==> src/ewb_pkg.sv <==
// Package of constants and types for the external bus wait and bank control block.
package ewb_pkg;
  // Register indices on the plain register port.
  localparam logic [1:0] WAIT_CFG_OFS = 2'h0; // Wait count configuration register.
  localparam logic [1:0] BANK_CFG_OFS = 2'h1; // Bank boundary control register.
  localparam logic [1:0] STATUS_OFS = 2'h2; // Live status register.
  // Wait count configuration field positions, 3 bits per block.
  localparam int PROG_LO_POS = 0; // Program block 0000h-7fffh.
  localparam int PROG_HI_POS = 3; // Program block 8000h-ffffh.
  localparam int DATA_LO_POS = 6; // Data block 0000h-7fffh.
  localparam int DATA_HI_POS = 9; // Data block 8000h-ffffh.
  localparam int IO_POS = 12; // Whole I/O space.
  localparam int EXT_POS = 15; // Doubles the count on extended variants.
  localparam logic [15:0] WAIT_CFG_RST = 16'h7fff; // Seven waits everywhere after reset.
  // Bank boundary control field positions.
  localparam int BANK_MASK_POS = 12; // Bank size mask, bits 15:12 of the address.
  localparam int BANK_MASK_W = 4; // Width of the bank mask.
  localparam int BANK_EN_POS = 1; // Enables the bank-crossing idle cycle.
  localparam int PD_EN_POS = 0; // Enables the program-to-data idle cycle.
  localparam logic [15:0] BANK_CFG_RST = 16'hf003; // 4K-word banks, both enables set.
  localparam logic [3:0] MAX_WAIT = 4'he; // Largest stretch, fourteen cycles.
  // Address spaces.
  typedef enum logic [1:0] {EWB_PROG = 2'h0, EWB_DATA = 2'h1, EWB_IO = 2'h2} ewb_space_t;
  // One access request from the core.
  typedef struct packed {
    logic valid; // Request present.
    logic ext; // Access goes off chip.
    logic write; // Write access.
    ewb_space_t space; // Address space.
    logic [15:0] addr; // Word address.
    logic [15:0] wdata; // Write data.
  } ewb_req_t;
  // Bus controller states.
  typedef enum logic [3:0] {
    EWB_IDLE = 4'h1, EWB_GAP = 4'h2, EWB_WAIT = 4'h4, EWB_DONE = 4'h8
  } ewb_state_t;
endpackage

==> src/ewb_sync.sv <==
// Two flip-flop synchroniser for one pin level.
module ewb_sync (
  input wire logic core_clk, // Machine clock.
  input wire logic rst, // Asynchronous reset, active high.
  input wire logic d, // Asynchronous level in.
  output logic q // Synchronised level out.
);
  logic meta; // First stage, read only by the second.
  // Two stages clear reset to the ready-asserted level is not assumed; both reset low.
  always_ff @(posedge core_clk or posedge rst) begin
    if (rst) begin
      meta <= 1'b0;
      q <= 1'b0;
    end else begin
      meta <= d;
      q <= meta;
    end
  end
endmodule

==> src/ewb_top.sv <==
// External bus wait-state generator and bank switching control.
// Contract
// - Stretch external cycles by programmed waits, up to 7/14.
// - Separate 0-7 count per 32K program/data block.
// - One common count for whole I/O space.
// - Waits generated internally, no external circuitry.
// - Idle cycle on bank boundary crossing.
// - Idle cycle on program-to-data transition.
// - Bank size from bank boundary control register.
// - External ready extends cycles beyond software waits.
// - Separate data, program, I/O select strobes.
module ewb_top import ewb_pkg::*; (
  input wire logic core_clk, // Machine clock, 10 MHz.
  input wire logic rst, // Asynchronous reset, active high.
  input wire logic [1:0] reg_addr, // Register index.
  input wire logic [15:0] reg_wdata, // Register write data.
  input wire logic reg_wr, // Register write strobe.
  input wire logic reg_rd, // Register read strobe.
  output logic [15:0] reg_rdata, // Read data, one cycle after the strobe.
  input wire ewb_req_t req, // Access request from the core.
  output logic req_ready, // Request taken this cycle.
  output logic done, // Access completes this cycle.
  output logic [15:0] rdata, // Read data returned to the core.
  output logic [15:0] ext_addr, // External address bus.
  output logic [15:0] ext_data_o, // External data out.
  output logic ext_data_oe, // External data drive enable.
  input wire logic [15:0] ext_data_i, // External data in.
  output logic ext_rw_n, // High for read, low for write.
  output logic data_space_select_n, // Data space select, active low.
  output logic program_space_select_n, // Program space select, active low.
  output logic io_space_select_n, // I/O space select, active low.
  input wire logic ext_ready // External ready pin, high when ready.
);
  logic [15:0] wait_count_config_reg; // Per-block wait counts.
  logic [15:0] bank_boundary_control_reg; // Bank size and gap enables.
  ewb_state_t state; // Controller state.
  ewb_state_t next_state; // Next controller state.
  ewb_req_t cur; // Access in progress.
  logic [3:0] wait_cnt; // Waits still to run.
  logic [3:0] next_wait; // Wait count for a new request.
  logic need_gap; // A new request needs an idle cycle first.
  logic last_valid; // A previous external access exists.
  ewb_space_t last_space; // Space of previous external access.
  logic [3:0] last_bank; // Bank address bits of previous external access, unmasked.
  logic ready_s; // Synchronised ready.
  logic [2:0] field; // Selected 3-bit count.
  logic active_ext; // An external cycle is on the bus.

  // Ready pin crosses in through two flip-flops.
  ewb_sync u_sync (
    .core_clk(core_clk),
    .rst(rst),
    .d(ext_ready),
    .q(ready_s)
  );

  // Select the count for the request block; I/O uses one field for all of it.
  always_comb begin
    if (req.space == EWB_IO) begin
      field = wait_count_config_reg[IO_POS +: 3];
    end else if (req.space == EWB_PROG) begin
      field = req.addr[15] ? wait_count_config_reg[PROG_HI_POS +: 3] :
              wait_count_config_reg[PROG_LO_POS +: 3];
    end else begin
      field = req.addr[15] ? wait_count_config_reg[DATA_HI_POS +: 3] :
              wait_count_config_reg[DATA_LO_POS +: 3];
    end
    // The extended flag doubles the stretch, reaching fourteen.
    next_wait = wait_count_config_reg[EXT_POS] ? {field, 1'b0} : {1'b0, field};
  end

  // Decide whether an idle cycle must precede the new external access.
  always_comb begin
    need_gap = 1'b0;
    if (req.valid && req.ext && last_valid) begin
      if (bank_boundary_control_reg[BANK_EN_POS] && req.space == last_space &&
          req.space != EWB_IO &&
          (req.addr[15:12] & bank_boundary_control_reg[BANK_MASK_POS +: BANK_MASK_W]) !=
          (last_bank & bank_boundary_control_reg[BANK_MASK_POS +: BANK_MASK_W])) begin
        need_gap = 1'b1;
      end else if (bank_boundary_control_reg[PD_EN_POS] && last_space == EWB_PROG &&
                   req.space == EWB_DATA) begin
        need_gap = 1'b1;
      end
    end
  end

  // Request acceptance is combinational: only in idle.
  assign req_ready = (state == EWB_IDLE);

  // Next state logic.
  always_comb begin
    next_state = state;
    case (state)
      EWB_IDLE: begin
        if (req.valid && !req.ext) begin
          next_state = EWB_DONE;
        end else if (req.valid && need_gap) begin
          next_state = EWB_GAP;
        end else if (req.valid) begin
          next_state = EWB_WAIT;
        end
      end
      EWB_GAP: begin
        next_state = EWB_WAIT;
      end
      EWB_WAIT: begin
        // Finish once software waits are spent and ready is high.
        if (wait_cnt == 4'h0 && ready_s) begin
          next_state = EWB_DONE;
        end
      end
      EWB_DONE: begin
        next_state = EWB_IDLE;
      end
      default: begin
        next_state = EWB_IDLE;
      end
    endcase
  end

  // State register.
  always_ff @(posedge core_clk or posedge rst) begin
    if (rst) begin
      state <= EWB_IDLE;
    end else begin
      state <= next_state;
    end
  end

  // Capture the request and count down the software waits.
  always_ff @(posedge core_clk or posedge rst) begin
    if (rst) begin
      cur <= '0;
      wait_cnt <= 4'h0;
    end else if (state == EWB_IDLE && req.valid) begin
      cur <= req;
      wait_cnt <= req.ext ? next_wait : 4'h0;
    end else if (state == EWB_WAIT && wait_cnt != 4'h0) begin
      wait_cnt <= wait_cnt - 4'h1;
    end
  end

  // Remember space and bank of the last external access for gap decisions.
  // The bank bits are kept unmasked so that a newly written bank size applies at once.
  always_ff @(posedge core_clk or posedge rst) begin
    if (rst) begin
      last_valid <= 1'b0;
      last_space <= EWB_PROG;
      last_bank <= 4'h0;
    end else if (state == EWB_IDLE && req.valid && req.ext) begin
      last_valid <= 1'b1;
      last_space <= req.space;
      last_bank <= req.addr[15:12];
    end
  end

  // Drive the external pins only for real external cycles.
  assign active_ext = (state == EWB_WAIT); // The selects are low exactly in this state.
  always_ff @(posedge core_clk or posedge rst) begin
    if (rst) begin
      ext_addr <= 16'h0000;
      ext_data_o <= 16'h0000;
      ext_data_oe <= 1'b0;
      ext_rw_n <= 1'b1;
      data_space_select_n <= 1'b1;
      program_space_select_n <= 1'b1;
      io_space_select_n <= 1'b1;
    end else if (next_state == EWB_WAIT) begin
      ext_addr <= (state == EWB_IDLE) ? req.addr : cur.addr;
      ext_data_o <= (state == EWB_IDLE) ? req.wdata : cur.wdata;
      ext_data_oe <= (state == EWB_IDLE) ? req.write : cur.write;
      ext_rw_n <= !((state == EWB_IDLE) ? req.write : cur.write);
      // One select per space, decoded from the access being started.
      data_space_select_n <= !(((state == EWB_IDLE) ? req.space : cur.space) == EWB_DATA);
      program_space_select_n <= !(((state == EWB_IDLE) ? req.space : cur.space) == EWB_PROG);
      io_space_select_n <= !(((state == EWB_IDLE) ? req.space : cur.space) == EWB_IO);
    end else begin
      ext_data_oe <= 1'b0;
      ext_rw_n <= 1'b1;
      data_space_select_n <= 1'b1;
      program_space_select_n <= 1'b1;
      io_space_select_n <= 1'b1;
    end
  end

  // Completion pulse and captured read data.
  always_ff @(posedge core_clk or posedge rst) begin
    if (rst) begin
      rdata <= 16'h0000;
    end else if (state == EWB_WAIT && next_state == EWB_DONE && !cur.write) begin
      rdata <= ext_data_i;
    end
  end
  assign done = (state == EWB_DONE);

  // Register writes.
  always_ff @(posedge core_clk or posedge rst) begin
    if (rst) begin
      wait_count_config_reg <= WAIT_CFG_RST;
      bank_boundary_control_reg <= BANK_CFG_RST;
    end else if (reg_wr) begin
      if (reg_addr == WAIT_CFG_OFS) begin
        wait_count_config_reg <= reg_wdata;
      end else if (reg_addr == BANK_CFG_OFS) begin
        bank_boundary_control_reg <= reg_wdata;
      end
    end
  end

  // Register reads, data one cycle after the strobe; unmapped reads zero.
  always_ff @(posedge core_clk or posedge rst) begin
    if (rst) begin
      reg_rdata <= 16'h0000;
    end else if (reg_rd) begin
      if (reg_addr == WAIT_CFG_OFS) begin
        reg_rdata <= wait_count_config_reg;
      end else if (reg_addr == BANK_CFG_OFS) begin
        reg_rdata <= bank_boundary_control_reg;
      end else if (reg_addr == STATUS_OFS) begin
        reg_rdata <= {7'h00, ready_s, last_valid, last_space, wait_cnt, state == EWB_GAP};
      end else begin
        reg_rdata <= 16'h0000;
      end
    end else begin
      reg_rdata <= 16'h0000;
    end
  end

  // On-chip accesses finish the cycle after acceptance.
  property onchip_fast;
    @(posedge core_clk) disable iff (rst)
      (state == EWB_IDLE && req.valid && !req.ext) |=> done;
  endproperty
  onchip_fast_a: assert property (onchip_fast) else $error("on-chip access delayed");

  // A gap cycle always follows a detected boundary crossing.
  gap_inserted_a: assert property (@(posedge core_clk) disable iff (rst)
    (state == EWB_IDLE && need_gap) |=> state == EWB_GAP)
    else $error("missing idle cycle");

  // During a gap no select is driven.
  gap_quiet_a: assert property (@(posedge core_clk) disable iff (rst)
    state == EWB_GAP |-> (data_space_select_n && program_space_select_n &&
    io_space_select_n && !ext_data_oe))
    else $error("bus driven in idle cycle");

  // Completion needs synchronised ready.
  ready_hold_a: assert property (@(posedge core_clk) disable iff (rst)
    (state == EWB_WAIT && !ready_s) |=> state != EWB_DONE)
    else $error("completed without ready");

  // Waits never exceed the maximum stretch.
  wait_max_a: assert property (@(posedge core_clk) disable iff (rst)
    wait_cnt <= MAX_WAIT)
    else $error("wait count above limit");

  // Waits count down by exactly one while stretching.
  wait_step_a: assert property (@(posedge core_clk) disable iff (rst)
    (state == EWB_WAIT && wait_cnt != 4'h0) |=> wait_cnt == $past(wait_cnt) - 4'h1)
    else $error("wait count not stepping");

  // At most one select active.
  one_select_a: assert property (@(posedge core_clk) disable iff (rst)
    $onehot0({!data_space_select_n, !program_space_select_n, !io_space_select_n}))
    else $error("several selects active");

  // Selects stay high outside external cycles, so on-chip work never reaches the pins.
  sel_window_a: assert property (@(posedge core_clk) disable iff (rst)
    !active_ext |-> (data_space_select_n && program_space_select_n &&
    io_space_select_n))
    else $error("select outside external cycle");

  // I/O requests load the common I/O field.
  io_count_a: assert property (@(posedge core_clk) disable iff (rst)
    (state == EWB_IDLE && req.valid && req.ext && req.space == EWB_IO &&
     !wait_count_config_reg[EXT_POS]) |=> wait_cnt == {1'b0, $past(wait_count_config_reg[IO_POS +: 3])})
    else $error("wrong I/O wait count");

  // Program requests with address bit 15 set load the upper program block count.
  blk_count_a: assert property (@(posedge core_clk) disable iff (rst)
    (state == EWB_IDLE && req.valid && req.ext && req.space == EWB_PROG &&
     req.addr[15] && !wait_count_config_reg[EXT_POS]) |=>
    wait_cnt == {1'b0, $past(wait_count_config_reg[PROG_HI_POS +: 3])})
    else $error("wrong block wait count");
endmodule

==> config.mk <==
export PLATFORM = sky130hd
export DESIGN_NAME = ewb_top
export DESIGN_NICKNAME = d
export VERILOG_FILES = /design/src/ewb_pkg.sv /design/src/ewb_sync.sv /design/src/ewb_top.sv
export SDC_FILE = /design/constraint.sdc
export NUM_CORES = 1
export LEC_CHECK = 0
export BUFFER_PORTS_ARGS = -buffer_cell sky130_fd_sc_hd__buf_4
export CORE_ASPECT_RATIO = 0.7
export CORE_MARGIN = 2
export CORE_UTILIZATION = 54
export DETAILED_ROUTE_END_ITERATION = 16
export MAX_ROUTING_LAYER = met4
export PLACE_DENSITY = 0.8
export SLEW_MARGIN = 30
export SYNTH_ARGS = -nofsm -noshare
export SYNTH_HDL_FRONTEND = slang
export SYNTH_SLANG_ARGS = --single-unit
export TNS_END_PERCENT = 50
==> constraint.sdc <==
create_clock -name core_clk -period 5.2 [get_ports core_clk]
set_input_delay 0.26 -clock core_clk [delete_from_list [all_inputs] [get_ports core_clk]]
set_output_delay 0.26 -clock core_clk [all_outputs]
set_load 0.05 [all_outputs]
==> impl_metrics.toml, run 1 <==
[cells_and_area]
regArea_mm2 = 0.00386
largest_register_ffs = 35
fill_cells = 796
area_delta_synth_final_pct = 28.1
multi_input_area_mm2 = 0.00265
regMostFlops = "cur"
layout.nets = 755
fin_area_mm2 = 0.00850
diodes = 0
drive_above_1_share_pct = 47.5

[cts]
path_clk_slew_ns = 0.06
clkSinkCount = 153
htree_levels = 4
cts_tree = "done"
root_buffer = "clkbuf_16"
cts_buffers = 17
clk_latency_ns = 0.43
cts_buffer_depth = 2
ctsHoldBuffers = 1
postCtsSetupBuffers = 0
cts_resized = 0

[worst_setup_path]
reg2regPathDepth = 7
worst_r2r_endpoint = "ext_addr[8]"
crit_path_top_delay_cell = "buf_4"
path_cells = "inv_1 -> ha_1 -> nor3b_1 -> nand2_1 -> a221oi_4 -> buf_4 -> mux2_2"
r2r-start = "wait_cnt[0]"
cp_max_fo = 38
arrival_ns = 2.79
crit_required_ns = 5.51
start_kind = "flip-flop"
reg2reg_slack_ns = 2.71
critPathCapture = "ext_addr[8]"
path_class = "reg -> reg"
end_kind = "flip-flop"
max_stage_delay_ns = 0.46
cp-startpoint = "wait_cnt[0]"

[sta]
fin_crit_ns = 2.49
worst_pin_slew_ns = 0.931
setup_tns_ns = 0
slew_headroom_pct = 37.1
setup_viol = 0
drv_slew = 0
fin_worst_skew_ns = 0.00927
finalHoldViolCount = 0
finalCritPeriodShare_pct = 47.8
clock.fmax_mhz = 402
rsz0062_at_grt = "no"

[detailed_routing]
post_drt_wl_per_cell_um = 18.2
route.vias.total = 4616
drt_iter0_drc = 277
postRouteAntennaNets = 0
wl_um = 15400
drc = 0
first_pass_iters = 4
detail_route.vias_per_cell = 5.45

[global_route]
grt_use_met3_pct = 6.71
overflow = 0
grt_max_degree = 97
met2_usage_pct = 38.3
met1_usage_pct = 33.3
grt_pass1_wl_um = 24800
grt_use_total_pct = 25.3
busiest_layer = "met2"
grt_antenna_before_repair = 0
grt_pass1_vias = 4839

[die]
core_region_area_mm2 = 0.0119
die_area_mm2 = 0.0132
io_pins = 147
num_rows = 33
initial_utilization_pct = 56.0
die_x_um = 137
die_y_um = 96.8

[placement]
gp_congestion = 0.840
port_buffers = 146
place_area_mm2 = 0.00787
dp_hpwl_um = 10400

[synthesis]
async_flop_share_pct = 100
ys_seq_elements = 153
yosysUniqueCellTypes = 42
synth_nets = 609
synth_top_family_by_area = "multiplexers"
ys.flop_type = "dfrtp_1"
synthAdderAreaFrac_pct = 0.377
synth-edff-count = 0
synth_warnings = 0
synth_compound_area_share_pct = 3.28
yosys.area_share.simple_pct = 10.4
synth-xor-area-share_pct = 0.792
synthesis.area_mm2 = 0.00664
seq_area_frac_synth_pct = 58.2
synth_area_per_cell_um2 = 12.5
synthMuxAreaShare_pct = 24.7
synthCells = 531

[power]
leakage_nw = 4.08
irDropWorstVdd_v = 0.000593
cellPowerDensity_mw_per_mm2 = 659

[run]
drv_cap = 0

[run_status]
outcome = "complete, no violations"

[hold_path]
hp-class = "in -> async"
worst max-delay path, delay by kind of cell (launching register included):
kind	cells	cell delay [ns]
buffers and inverters	2	0.57
and+or+nand+nor	2	0.50
muxes	1	0.40
adders and majority gates	1	0.14
DFF	1	0.43
AOI/OAI and AO/OA	1	0.29
synthesized netlist by cell type, types with 3 or more instances:
library cell / n / share of area [%]
dfrtp_1: 127 / 48
mux2_2: 109 / 18
nand2_1: 107 / 6.1
dfstp_2: 26 / 10
mux2i_1: 23 / 3.5
nor2_1: 17 / 0.96
mux2_1: 16 / 2.7
o21ai_0: 16 / 1.2
clkbuf_1: 11 / 0.62
and2_1: 10 / 0.94
buf_2: 8 / 0.60
a21oi_1: 5 / 0.38
inv_1: 5 / 0.28
xor2_1: 4 / 0.53
a31oi_1: 3 / 0.28
buf_1: 3 / 0.17
buf_6: 3 / 0.51
nor3_1: 3 / 0.23
nor4b_1: 3 / 0.40
routing by layer:
layer / share of wire (%) / wire (um)
met1: 43 / 6570
met2: 48 / 7350
met3: 7.7 / 1180
met4: 1.9 / 299
met5: 0 / 0
cell families (layout without fill, tap and decap cells):
| kind of cell | count (synthesis) | count (layout) |
|---|---|---|
| AND/OR/NAND/NOR | 156 | 156 |
| flip-flops | 153 | 153 |
| multiplexers | 148 | 148 |
| AO/OA/AOI/OAI | 35 | 35 |
| buffers and inverters | 31 | 190 |
| XOR/XNOR | 6 | 6 |
| adder cells (fa/ha/maj) | 2 | 2 |
report_power, final:
part | switching [mW] | internal [mW]
clock | 0.505 | 0.763
sequential | 0.278 | 1.66
combinational | 1.46 | 0.932
layout by cell type (no fill, tap or decap), drive strengths merged, types with 2 or more instances in the layout:
cell type  instances
a211oi             2
a21oi              5
a22oi              2
a31oi              3
and2              10
buf              152
bufinv             3
clkbuf            17
clkinv             5
clkinvlp           3
dfrtp            127
dfstp             26
ha                 2
inv                9
mux2             125
mux2i             23
nand2            107
nand2b             2
nand3b             2
nor2              17
nor3               3
nor3b              2
nor4               2
nor4b              4
o21ai             16
or2                2
xnor2              2
xor2               4
per-stage QoR:
step	util (%)	setup WS (ns)	total power, mW	instances	hold WS (ns)
floorplan	-	0.862	3.63	531	0.291
global placement	66.4	2.79	4.23	814	0.334
detailed placement	66.4	2.72	4.33	814	0.336
CTS	71.7	2.73	5.63	847	0.0259
global route	71.7	2.56	5.88	847	0.0324
finish	71.7	2.71	5.60	847	0.0115
final cells by class:
type                    count  share of cell area [%]
clock inverters            15                    2.24
multi-input cells         347                    31.2
repair buffers            153                    13.5
inverters                   5                   0.280
flip-flops and latches    153                    45.4
clock buffers              17                    5.00
well taps                 157                    2.31
how the worst min path moves through the flow:
stage                start      endpoint  slack (ns)
2_1_floorplan    ext_ready   u_sync.meta        0.29
3_3_place_gp   u_sync.meta      u_sync.q        0.33
3_5_place_dp   u_sync.meta      u_sync.q        0.34
4_1_cts             req[9]        cur[9]        0.03
5_1_grt             req[9]        cur[9]        0.03
6_report               rst  reg_rdata[6]        0.01
Note: power is estimated with default switching activity, not from simulation.
==> inputs of run 2 (changes only) <==
Settings changed: ABC_AREA from default to 1, CORE_UTILIZATION 54 to 49, PLACE_DENSITY 0.8 to 0.76.
Clock period 5.2 ns to 2.1 ns, I/O delays scaled along.
==> run 2 against run 1 <==
Net effect: the run now ends with negative hold slack left; sequential power rose by 140%; combinational power up 130%; flip-flop and latch count did not move; wire length rose by 17%; critical path type is now reg -> out; global-route usage is 1.2 points higher; cell count up 43%.
==> impl_metrics.toml, run 2 <==
[run_status]
outcome = "complete, but fails checks"
failed_checks = "negative hold slack"

[die]
core_region_area_mm2 = 0.0133
initial_utilization_pct = 50.7
die_x_um = 144
io_pins = 147
die_area_mm2 = 0.0147
num_rows = 35
die_y_um = 102

[worst_setup_path]
path_class = "reg -> out"
arrival_ns = 1.82
start_kind = "flip-flop"
cp_max_fo = 67
crit_required_ns = 2.00
end_kind = "output pin"

[cells_and_area]
mostFrequentLayoutCells = "nand2_1, buf_4, dfrtp_1, o21ai_0, inv_1"
largest_register_ffs = 35
regMostFlops = "cur"
diodes = 0
fin_area_mm2 = 0.00940
layout.nets = 1095
final_common_cell = "nand2_1"
drive_above_1_share_pct = 22.9
area_delta_synth_final_pct = 39.6

[power]
cellPowerDensity_mw_per_mm2 = 1470
power_frac_comb_pct = 40.3
p_seq_share_pct = 34.0
power_switching_mw = 5.79
clockPowerShare_pct = 25.7
internal_power_mw = 8.06
irDropWorstVdd_v = 0.00108
sw_frac_of_total_pct = 41.8
leakage_nw = 4.87

[synthesis]
async_flop_share_pct = 100
yosys.area_share.simple_pct = 22.7
synth-edff-count = 0
synth_compound_area_share_pct = 11.5
synth_nets = 884
synth.area.top_cells = "dfrtp_1, nand2_1, dfstp_2, o21ai_0, inv_1"
synth-xor-area-share_pct = 0.130
ys_seq_elements = 153
yosysTopAreaCellShare_pct = 47.2
synth_common_cells = "nand2_1, dfrtp_1, o21ai_0"
synthMuxAreaShare_pct = 0
synthAdderAreaFrac_pct = 0.372
synthCells = 806
synthesis.area_mm2 = 0.00673
synth_warnings = 0
seq_area_frac_synth_pct = 57.4
synth_area_per_cell_um2 = 8.35
synth.most_common_cell = "nand2_1"
yosys.area.top_type = "dfrtp_1"
yosysUniqueCellTypes = 32
synth_top_family_by_area = "simple AND/OR/NAND/NOR gates"
ys.flop_type = "dfrtp_1"

[global_route]
overflow = 0
grt_pass1_wl_um = 29100
grt_antenna_before_repair = 0
busiest_layer = "met2"
grt_pass1_vias = 5831
met1_usage_pct = 36.5
grt_max_degree = 68
grt_use_met3_pct = 5.34
met2_usage_pct = 40.5
grt_use_total_pct = 26.5

[cts]
path_clk_slew_ns = 0.06
cts_tree = "done"
clkSinkCount = 153
clk_latency_ns = 0.42
cts_buffer_depth = 2
cts_resized = 0
root_buffer = "clkbuf_16"
htree_levels = 4
cts_buffers = 17

[sta]
worst_pin_slew_ns = 0.659
rsz0062_at_grt = "no"
slew_headroom_pct = 56.0
finalWorstSetupSlack_ns = 0.173
fin_crit_ns = 1.93
setup_viol = 0
finalCritPeriodShare_pct = 91.8
setup_tns_ns = 0
clock.fmax_mhz = 519
finalHoldViolCount = 1
worst_hold_slack_ns = -0.00139
fin_worst_skew_ns = 0.00807
drv_slew = 0

[detailed_routing]
postRouteAntennaNets = 0
first_pass_iters = 5
detail_route.vias_per_cell = 5.05
post_drt_wl_per_cell_um = 14.8
drc = 0
drt_iter0_drc = 487
wl_um = 18000
route.vias.total = 6130

[hold_path]
hp-class = "in -> reg"

[placement]
gp_congestion = 0.880
dp_hpwl_um = 11500
dp_slack_ns = 0.219
port_buffers = 146
place_area_mm2 = 0.00806

[run]
drv_cap = 0
## run 2: cell types whose count changed in the layout (fill, tap and decap cells not counted), sizes merged, moves of 5 or more
cell,delta
a21oi,+5
and2,-10
buf,+11
dlygate4sd3,+64
inv,+88
mux2,-125
mux2i,-23
nand2,+166
nand3,+63
nor2,+13
o21ai,+101
o22ai,+7
## run 2: final timing paths
check / slack [ns] / end / startpoint / cells after the start
setup / recovery: 0.17 / req_ready / state[0] / 4
hold / removal: -0.001 / cur[34] / req[34] / 3
setup reg to reg: 0.21 / ext_addr[12] / wait_cnt[0] / 7
hold reg to reg: 0.37 / u_sync.q / u_sync.meta / 0
max in group asynchronous: 0.96 / ext_rw_n / rst / 4
min in group asynchronous: 0.33 / reg_rdata[10] / rst / 3
## run 2: area by class of cell
cell class                 instances  area [um^2]
fill                            1018         3870
sequential                       153         3860
multi-input combinational        522         2350
timing repair buffer             228         1910
clock buffer                      19          443
inverter                          95          360
clock inverter                    13          239
tap                              185          231
## run 2: power groups by stage
stage / Combinational, mW / Clock (mW) / Sequential [mW]
2_1_floorplan: 2.25 / 0 / 6.23
6_report: 5.58 / 3.55 / 4.71
4_1_cts: 5.59 / 3.57 / 4.70
5_1_grt: 6.08 / 3.73 / 4.83
3_5_place_dp: 5.45 / 0 / 4.71
3_3_place_gp: 5.32 / 0 / 4.69
## run 2: cell families (layout without fill, tap and decap cells)
group / Yosys count / after routing
AO/OA/AOI/OAI: 145 / 145
XOR/XNOR: 1 / 1
adder cells (fa/ha/maj): 2 / 2
buffers and inverters: 131 / 355
flip-flops: 153 / 153
AND/OR/NAND/NOR: 374 / 374
## run 2: per-layer routing
layer | part of all wire (%) | wire length (um)
met1 | 45 | 8140
met3 | 7.1 | 1280
met4 | 1.4 | 260
met2 | 46 | 8300
met5 | 0 | 0
## run 2: timing repair
item | 4_1_cts | 5_1_grt
endpoints found under the setup margin | 0 | 0
buffers inserted | 0 | 0
hold buffers | 65 | 0
hold endpoints to repair | 108 | 0
## run 2: metrics by stage
stage	util [%]	power (mW)	std cells
finish	70.8	13.8	1215
global route	70.8	14.6	1215
CTS	70.8	13.9	1215
detailed placement	60.8	10.2	1118
global placement	60.8	10.0	1118
floorplan	-	8.48	806
## run 2: critical path, stage by stage, from the launching register on
cell and delay, ns:
dfstp_2 0.56, nand3_2 0.14, buf_12 0.23, inv_1 0.22
buf_4 0.24
